File: config.mk
export PLATFORM = sky130hd
export DESIGN_NAME = sgs_gain_switch
export DESIGN_NICKNAME = d
export VERILOG_FILES = /design/src/rtl/sgs_pkg.sv /design/src/rtl/sgs_gain_switch.sv /design/src/rtl/sgs_lag_filter.sv
export SDC_FILE = /design/constraint.sdc
export NUM_CORES = 2
export LEC_CHECK = 0
export BUFFER_PORTS_ARGS = -buffer_cell sky130_fd_sc_hd__buf_4
export CORE_ASPECT_RATIO = 2
export CORE_MARGIN = 2
export CORE_UTILIZATION = 53
export DETAILED_ROUTE_END_ITERATION = 10
export HOLD_SLACK_MARGIN = 0.05
export PLACE_DENSITY = 0.82
export SKIP_LAST_GASP = 1
export SYNTH_ARGS = -nofsm -noshare
export SYNTH_HDL_FRONTEND = slang
export SYNTH_SLANG_ARGS = --single-unit
export TNS_END_PERCENT = 100
File: constraint.sdc
create_clock -name clk_sys -period 10.6 [get_ports clk_sys]
set_input_delay 0.53 -clock clk_sys [delete_from_list [all_inputs] [get_ports clk_sys]]
set_output_delay 0.53 -clock clk_sys [all_outputs]
set_load 0.02 [all_outputs]
File: src/rtl/sgs_pkg.sv
// sgs_pkg: constants shared by the gain set switcher and its lag filter
// assumes a 40 MHz control clock and 16-bit parameter words
package sgs_pkg;

  localparam int unsigned CLK_HZ     = 40_000_000;
  localparam int unsigned MS_PER_S   = 1000;
  // cycles in one millisecond of switching time constant
  localparam int unsigned CYC_PER_MS = CLK_HZ / MS_PER_S;
  // filter moves 1/2^LAG_SHIFT of the gap per step, so 2^LAG_SHIFT steps per time constant
  localparam int unsigned LAG_SHIFT  = 6;
  localparam int unsigned STEP_CYC   = CYC_PER_MS >> LAG_SHIFT;

  localparam int unsigned DW     = 16;
  localparam int unsigned AW     = 5;
  localparam int unsigned N_CHAN = 6;

  // channel order inside the before and after sets
  localparam int unsigned CH_INERTIA  = 0;
  localparam int unsigned CH_POS_GAIN = 1;
  localparam int unsigned CH_SPD_GAIN = 2;
  localparam int unsigned CH_SPD_INT  = 3;
  localparam int unsigned CH_VIB_FREQ = 4;
  localparam int unsigned CH_RES_FREQ = 5;

  // register map (word addresses)
  localparam logic [AW-1:0] ADDR_BEFORE_BASE = 5'h00;
  localparam logic [AW-1:0] ADDR_AFTER_BASE  = 5'h08;
  localparam logic [AW-1:0] ADDR_MODEL_GAIN  = 5'h10;
  localparam logic [AW-1:0] ADDR_COND_SELECT = 5'h11;
  localparam logic [AW-1:0] ADDR_THRESHOLD   = 5'h12;
  localparam logic [AW-1:0] ADDR_TIME_CONST  = 5'h13;
  localparam logic [AW-1:0] ADDR_TUNING_MODE = 5'h14;
  localparam logic [AW-1:0] ADDR_STATUS      = 5'h15;

  // values after reset
  localparam logic [DW-1:0] RST_BEFORE [N_CHAN] = '{16'h0028, 16'h0078, 16'h0bb8,
                                                    16'h0014, 16'h0064, 16'h0064};
  localparam logic [DW-1:0] RST_AFTER  [N_CHAN] = '{16'h0064, 16'h0054, 16'h0fa0,
                                                    16'h0032, 16'h0064, 16'h0064};
  localparam logic [DW-1:0] RST_MODEL_GAIN  = 16'h0064;
  localparam logic [DW-1:0] RST_COND_SELECT = 16'h0000;
  localparam logic [DW-1:0] RST_THRESHOLD   = 16'h0000;
  localparam logic [DW-1:0] RST_TIME_CONST  = 16'h0064;
  localparam logic [DW-1:0] RST_TUNING_MODE = 16'h0001;

  // lowest digit of the selection setting
  typedef enum logic [3:0] {
    SGS_COND_NONE  = 4'h0,
    SGS_COND_EXT   = 4'h1,
    SGS_COND_CMD   = 4'h2,
    SGS_COND_DROOP = 4'h3,
    SGS_COND_SPEED = 4'h4
  } sgs_cond_e;

  // lowest digit of the tuning mode setting that selects manual adjustment
  localparam logic [3:0] TUNE_MANUAL = 4'h3;

endpackage : sgs_pkg

File: src/rtl/sgs_gain_switch.sv
// sgs_gain_switch: picks before or after loop parameter set and smooths the change
// assumes a single-cycle strobe register port and monitored quantities on clk_sys
//
// Functional notes
// [RL1] Active position, speed, integral and inertia follow the condition and threshold.
// [RL2] Switching only in manual tuning mode; otherwise the before set is used.
// [RL3] Model loop gain is always valid and never switched.
// [RL4] Condition decoded from lowest and second-lowest selection digits.
// [RL5] Lowest digit 1 follows the external gain switch input bit.
// [RL6] Command frequency, droop or speed compared against the threshold setting.
// [RL7] Each switched value passes a first-order lag with the set time constant.
// [RL8] After condition uses after-change position, speed and integral settings.
// [RL9] After condition uses after-change inertia and vibration frequency settings.
// [RL10] Software should set after inertia equal to before when load is unchanged.
// [RL11] Selection 0001 switches on both edges of the input, each filtered.
// [RL12] Selection 0003 switches on droop pulse count against the threshold.
// [RL13] When the condition ends every value returns through the same filter.
//
// The placing of the registers and strobed register access were decided locally.
`timescale 1ns/1ps
`default_nettype none

module sgs_gain_switch
  import sgs_pkg::*;
#(
  parameter int unsigned STEP_CYCLES = STEP_CYC
) (
  // clock and reset
  input  wire logic          clk_sys,
  input  wire logic          resetn,
  // register port
  input  wire logic [AW-1:0] addr,
  input  wire logic [DW-1:0] wdata,
  input  wire logic          wr,
  input  wire logic          rd,
  output logic      [DW-1:0] rdata,
  // monitored quantities
  input  wire logic          external_gain_switch_input,
  input  wire logic [DW-1:0] command_freq,
  input  wire logic [DW-1:0] droop_pulses,
  input  wire logic [DW-1:0] motor_speed,
  // loop parameters
  output logic      [DW-1:0] model_loop_gain,
  output logic      [DW-1:0] inertia_ratio_out,
  output logic      [DW-1:0] position_gain_out,
  output logic      [DW-1:0] speed_gain_out,
  output logic      [DW-1:0] speed_integral_out,
  output logic      [DW-1:0] vib_freq_out,
  output logic      [DW-1:0] resonance_freq_out,
  output logic               gain_after_active
);

  localparam int unsigned PW = 32;

  // parameter storage
  logic [DW-1:0] before_set [N_CHAN];
  logic [DW-1:0] after_set  [N_CHAN];
  logic [DW-1:0] switch_condition_select;
  logic [DW-1:0] switch_threshold;
  logic [DW-1:0] switch_time_constant;
  logic [DW-1:0] tuning_mode_setting;

  // external input synchroniser
  logic ext_meta;
  logic ext_sync;

  // condition decode
  logic [3:0]    sel_lo;
  logic [3:0]    sel_hi;
  logic          switching_enabled;
  logic [DW-1:0] cond_qty;
  logic          qty_at_level;
  logic          cond_raw;
  logic          cond_valid;
  logic          next_after;

  // filter pacing
  logic [PW-1:0] step_len;
  logic [PW-1:0] step_cnt;
  logic          step_pulse;
  logic          primed;
  logic          lag_bypass;

  // filter data
  logic [DW-1:0] target [N_CHAN];
  logic [DW-1:0] filt   [N_CHAN];

  // register access decode
  logic          wr_before;
  logic          wr_after;
  logic [2:0]    wr_idx;
  logic [DW-1:0] status_word;
  logic [DW-1:0] read_mux;

  always_ff @(posedge clk_sys) begin
    if (!resetn) begin
      ext_meta <= 1'b0;
      ext_sync <= 1'b0;
    end else begin
      ext_meta <= external_gain_switch_input;
      ext_sync <= ext_meta;
    end
  end

  assign sel_lo            = switch_condition_select[3:0];
  assign sel_hi            = switch_condition_select[7:4];
  assign switching_enabled = (tuning_mode_setting[3:0] == TUNE_MANUAL); // see [RL2]

  assign cond_qty     = (sel_lo == SGS_COND_CMD)   ? command_freq :
                        (sel_lo == SGS_COND_DROOP) ? droop_pulses : motor_speed;
  assign qty_at_level = (cond_qty >= switch_threshold); // see [RL6]

  // lowest digit picks the source; second digit 1 inverts the sense
  assign cond_valid = (sel_lo == SGS_COND_EXT) || (sel_lo == SGS_COND_CMD) ||
                      (sel_lo == SGS_COND_DROOP) || (sel_lo == SGS_COND_SPEED); // see [RL4]
  assign cond_raw   = (sel_lo == SGS_COND_EXT) ? ext_sync : qty_at_level; // see [RL5] [RL12]
  assign next_after = switching_enabled && cond_valid && (cond_raw ^ sel_hi[0]); // see [RL1]

  always_ff @(posedge clk_sys) begin
    if (!resetn) begin
      gain_after_active <= 1'b0;
    end else begin
      gain_after_active <= next_after; // see [RL11] [RL13]
    end
  end

  // step period scales with the time constant; 2^LAG_SHIFT steps make one constant
  assign step_len   = PW'(switch_time_constant) * PW'(STEP_CYCLES);
  assign lag_bypass = !primed || (switch_time_constant == '0);

  always_ff @(posedge clk_sys) begin
    if (!resetn) begin
      step_cnt   <= '0;
      step_pulse <= 1'b0;
      primed     <= 1'b0;
    end else begin
      primed <= 1'b1;
      if (lag_bypass || (step_cnt + 1'b1 >= step_len)) begin
        step_cnt   <= '0;
        step_pulse <= !lag_bypass;
      end else begin
        step_cnt   <= step_cnt + 1'b1;
        step_pulse <= 1'b0;
      end
    end
  end

  genvar ch;
  generate
    for (ch = 0; ch < N_CHAN; ch++) begin : g_chan
      assign target[ch] = gain_after_active ? after_set[ch] : before_set[ch]; // see [RL8] [RL9]

      sgs_lag_filter #(
        .W (DW),
        .F (LAG_SHIFT)
      ) u_lag (
        .clk_sys (clk_sys),
        .resetn  (resetn),
        .step    (step_pulse),
        .bypass  (lag_bypass),
        .target  (target[ch]),
        .value   (filt[ch])
      ); // see [RL7] [RL13]
    end
  endgenerate

  assign inertia_ratio_out  = filt[CH_INERTIA];
  assign position_gain_out  = filt[CH_POS_GAIN];
  assign speed_gain_out     = filt[CH_SPD_GAIN];
  assign speed_integral_out = filt[CH_SPD_INT];
  assign vib_freq_out       = filt[CH_VIB_FREQ];
  assign resonance_freq_out = filt[CH_RES_FREQ];

  // register writes
  assign wr_before = wr && (addr >= ADDR_BEFORE_BASE) && (addr < ADDR_BEFORE_BASE + N_CHAN);
  assign wr_after  = wr && (addr >= ADDR_AFTER_BASE) && (addr < ADDR_AFTER_BASE + N_CHAN);
  assign wr_idx    = addr[2:0];

  always_ff @(posedge clk_sys) begin
    if (!resetn) begin
      for (int i = 0; i < N_CHAN; i++) begin
        before_set[i] <= RST_BEFORE[i];
        after_set[i]  <= RST_AFTER[i];
      end
    end else begin
      if (wr_before) begin
        before_set[wr_idx] <= wdata;
      end
      if (wr_after) begin
        after_set[wr_idx] <= wdata;
      end
    end
  end

  always_ff @(posedge clk_sys) begin
    if (!resetn) begin
      model_loop_gain         <= RST_MODEL_GAIN;
      switch_condition_select <= RST_COND_SELECT;
      switch_threshold        <= RST_THRESHOLD;
      switch_time_constant    <= RST_TIME_CONST;
      tuning_mode_setting     <= RST_TUNING_MODE;
    end else if (wr) begin
      unique case (addr)
        ADDR_MODEL_GAIN:  model_loop_gain         <= wdata; // see [RL3]
        ADDR_COND_SELECT: switch_condition_select <= wdata;
        ADDR_THRESHOLD:   switch_threshold        <= wdata;
        ADDR_TIME_CONST:  switch_time_constant    <= wdata;
        ADDR_TUNING_MODE: tuning_mode_setting     <= wdata;
        default: ;
      endcase
    end
  end

  // register reads: data stand one cycle after the strobe, unmapped reads zero
  assign status_word = {13'h0000, ext_sync, switching_enabled, gain_after_active};
  assign read_mux =
    (addr >= ADDR_BEFORE_BASE && addr < ADDR_BEFORE_BASE + N_CHAN) ? before_set[addr[2:0]] :
    (addr >= ADDR_AFTER_BASE && addr < ADDR_AFTER_BASE + N_CHAN)   ? after_set[addr[2:0]]  :
    (addr == ADDR_MODEL_GAIN)  ? model_loop_gain         :
    (addr == ADDR_COND_SELECT) ? switch_condition_select :
    (addr == ADDR_THRESHOLD)   ? switch_threshold        :
    (addr == ADDR_TIME_CONST)  ? switch_time_constant    :
    (addr == ADDR_TUNING_MODE) ? tuning_mode_setting     :
    (addr == ADDR_STATUS)      ? status_word             : 16'h0000;

  always_ff @(posedge clk_sys) begin
    if (!resetn) begin
      rdata <= 16'h0000;
    end else if (rd) begin
      rdata <= read_mux;
    end else begin
      rdata <= 16'h0000;
    end
  end
endmodule : sgs_gain_switch
`default_nettype wire

File: src/rtl/sgs_lag_filter.sv
// sgs_lag_filter: first-order delay on one parameter word
// assumes step pulses from the owner set the time constant; bypass tracks the target at once
`timescale 1ns/1ps
`default_nettype none

module sgs_lag_filter
  import sgs_pkg::*;
#(
  parameter int unsigned W = 16,
  parameter int unsigned F = 6
) (
  // clock and reset
  input  wire logic         clk_sys,
  input  wire logic         resetn,
  // control
  input  wire logic         step,
  input  wire logic         bypass,
  // data
  input  wire logic [W-1:0] target,
  output logic      [W-1:0] value
);

  logic        [W+F-1:0] acc;
  logic signed [W+F:0]   diff;
  logic signed [W+F:0]   shifted;
  logic signed [W+F:0]   delta;
  logic        [W+F:0]   sum;

  // gap moved by 1/2^F per step, never less than one fraction unit so it settles exactly
  assign diff    = $signed({1'b0, target, {F{1'b0}}}) - $signed({1'b0, acc});
  assign shifted = diff >>> F;
  assign delta   = (shifted != '0) ? shifted :
                   (diff[W+F] ? {(W+F+1){1'b1}} :
                   ((diff != '0) ? {{(W+F){1'b0}}, 1'b1} : '0));
  assign sum     = {1'b0, acc} + delta;

  always_ff @(posedge clk_sys) begin
    if (!resetn) begin
      acc <= '0;
    end else if (bypass) begin
      acc <= {target, {F{1'b0}}};
    end else if (step) begin
      acc <= sum[W+F-1:0]; // see [RL7]
    end
  end

  assign value = acc[W+F-1:F];
endmodule : sgs_lag_filter
`default_nettype wire

==> impl_metrics.toml <==
[outcome]
outcome = "finished, final reports clean"

[cts]
root_buffer = "clkbuf_16"
clkTransAtPathRegs_ps = 70
postCtsSetupRepairBufs = 0
max-clock-path-buffers = 3
htreeDepth = 2
clk_latency_ps = 650
post_cts_resized = 0
hold_buffers = 0
cts.sinks = 521
cts_buffers = 48
tritoncts = "built"

[floorplan]
core_um2 = 69800
fp.dieH_um = 379
chipWidth_um = 192
row_count = 137
die_area_um2 = 72600
start_util_pct = 53.4
io_pins = 203

[finish]
drive_gt1_share_pct = 12.4
finalNonFillerCells = 5031
stdcell_area_um2 = 40700
areaGrowthSynthToFinish_pct = 9.16
final_nets = 4545

[placement]
gp_congestion = 0.992
dp_hpwl_um = 86700
dp_slack_ps = 2850
placedCellCount = 4940
dpl_cell_area_um2 = 39100
numPortBuffers = 202

[timing]
max_freq_mhz = 127
drv_slew = 0
rsz0062_at_grt = "false"
hold_viol = 0
fin_crit_sh_pct = 74.0
relSlewSlack_pct = 15.2
tightest_slew_ps = 1270
period_needed_ps = 7840
setup_ws_ps = 2760
clock_skew_ps = 44.8
finalSetupTns_ps = 0
setup_viol = 0

[global_route]
grt_overflow_total = 0
grt_antenna_before_repair = 6
grt_pass1_vias = 32000
grt_pass1_wl_um = 179000
track_usage_pct = 32.5
grt_max_degree = 87

[setup_path]
crit_required_ps = 11060
path_class = "reg -> reg"
worst-path-max-fanout = 51
cpMaxStageDelayCell = "dfxtp_4"
slowest_delay_ps = 870
crit_start = "gain_after_active"
worstPathArrival_ps = 8310
r2r_start = "gain_after_active"
crit_top_cell = "o21a_1"
critPathLaunchType = "register"
crit_path_end_kind = "register"

[hold_path]
hp-start = "external_gain_switch_input"
hp-class = "in -> reg"

[logic_synthesis]
synth_compound_area_share_pct = 14.8
synth_cell_types = 91
yosys.area_share.adder_pct = 13.7
synth_seq_cells = 521
synthMuxAreaShare_pct = 9.45
synth_xor_area_share_pct = 4.81
synthSimpleGateAreaFrac_pct = 16.2
syn_avg_cell_area_um2 = 9.30
yosysSeqAreaShare_pct = 34.8
syn-cell-area_um2 = 37300
synthFlopType = "dfxtp_1"
synthArstFlopShare_pct = 0
synth_top_family_by_area = "simple AND/OR/NAND/NOR gates"
synth_cells = 4009
synth_edf_count = 256
yosys_warnings = 0

[power_and_ir_drop]
p_leak_nw = 16.5
p_per_area_nw_per_um2 = 151
finalPower_mw = 6.16
peakVddDrop_uv = 117

[drt]
vias = 31500
wl_um = 118000
dr.first_iter.drc_count = 2465
viasPerCell = 6.25
wl_per_cell_um = 23.4
remaining_drc_errors = 0
ant_nets = 0
first_pass_iters = 7

[flow_run]
drv_cap = 0
==> power breakdown <==
group | switching [mW] | total (mW) | internal (mW)
sequential | 0.101 | 2.32 | 2.22
combinational | 1.18 | 2.00 | 0.819
clock | 0.855 | 1.84 | 0.987
==> registers in the layout (all words and copies together) (netlist names) <==
name / count
after_set: 128
before_set: 128
ext_meta: 1
ext_sync: 1
g_chan.u_lag.acc: 132
gain_after_active: 1
model_loop_gain: 16
primed: 1
rdata: 16
step_cnt: 32
step_pulse: 1
switch_condition_select: 16
switch_threshold: 16
switch_time_constant: 16
tuning_mode_setting: 16
==> worst max-delay path, delay by kind of cell (launching register included) <==
| kind | cells | cell delay, ps |
|---|---|---|
| compound gates | 14 | 3340 |
| fa+ha+maj | 3 | 1010 |
| simple gates | 7 | 1000 |
| flops | 1 | 870 |
| buf+inv | 2 | 740 |
| mux | 1 | 420 |
| xor+xnor | 2 | 240 |
==> cell usage after synthesis (all sizes together) (15+ instances only) <==
library cell / instances / area, um2
a21oi: 373 / 1870
ha: 343 / 4290
nand2: 316 / 1190
nor2: 285 / 1070
dfxtp: 265 / 5310
edfxtp: 256 / 7690
inv: 253 / 950
o21ai: 177 / 890
and2: 171 / 1070
clkbuf: 160 / 601
xnor2: 142 / 1240
buf: 110 / 773
mux2: 104 / 1170
nor3: 94 / 475
mux2i: 91 / 911
nor2b: 72 / 450
a21o: 68 / 510
nand3: 68 / 340
mux4: 64 / 1440
xor2: 63 / 552
nand2b: 60 / 375
o21a: 46 / 345
or3: 44 / 275
fa: 41 / 821
a211oi: 33 / 248
a31oi: 31 / 194
and3: 28 / 175
nand4: 15 / 93.8
==> cell usage in the layout (no fill, tap or decap), types with 44 or more instances in the layout <==
| cell type | count |
|---|---|
| a21o_1 | 68 |
| buf_4 | 229 |
| nor3_1 | 93 |
| nand2b_1 | 60 |
| or3_1 | 44 |
| nor2_1 | 284 |
| inv_1 | 252 |
| o21a_1 | 45 |
| conb_1 | 70 |
| mux2_2 | 104 |
| nor2b_1 | 72 |
| edfxtp_1 | 256 |
| clkbuf_16 | 51 |
| mux4_2 | 64 |
| ha_1 | 343 |
| nand2_1 | 316 |
| and2_1 | 170 |
| xor2_1 | 63 |
| mux2i_1 | 91 |
| nand3_1 | 68 |
| a21oi_1 | 373 |
| dfxtp_1 | 263 |
| xnor2_1 | 142 |
| o21ai_0 | 155 |
==> worst paths after layout <==
| kind | depth (start not counted) | slack [ps] | end |
|---|---|---|---|
| setup / recovery | 29 | 2760 | g_chan[2].u_lag.acc[20] |
| hold / removal | 2 | 150 | ext_meta |
| setup reg to reg | 29 | 2760 | g_chan[2].u_lag.acc[20] |
| hold reg to reg | 2 | 460 | tuning_mode_setting[10] |
==> cell families after synthesis <==
logic type	Yosys count
simple gates	1219
compound gates	896
buf+inv	524
mux	259
other cells	1
xor+xnor	205
fa+ha+maj	384
flops	521
==> metal layers <==
metal	wire (um)	vias up	track usage, %	part of all wire (%)
met4	12400	2	29.7	11
met1	37800	14900	32.8	32
met2	57000	1642	55.6	48
met3	10500	590	6.84	8.9
met5	13	-	0	0.011
li1	-	14300	-	-
==> cell type report <==
class	instances	area (um2)
fill	5796	29100
inverter	254	955
tap	903	1130
timing repair buffer	229	1720
antenna	1	2.50
clock buffer	55	1290
clock inverter	35	342
multi-input combinational	3033	22300
sequential	521	13000
==> stage by stage <==
| stage | hold WS, ps | utilization [%] |
|---|---|---|
| after floorplan | 412 | - |
| after global placement | 439 | 56.0 |
| after detailed placement | 447 | 56.0 |
| after CTS | 153 | 58.3 |
| after global routing | 166 | 58.3 |
| final | 153 | 58.3 |
Note: power is estimated with default switching activity, not from simulation.
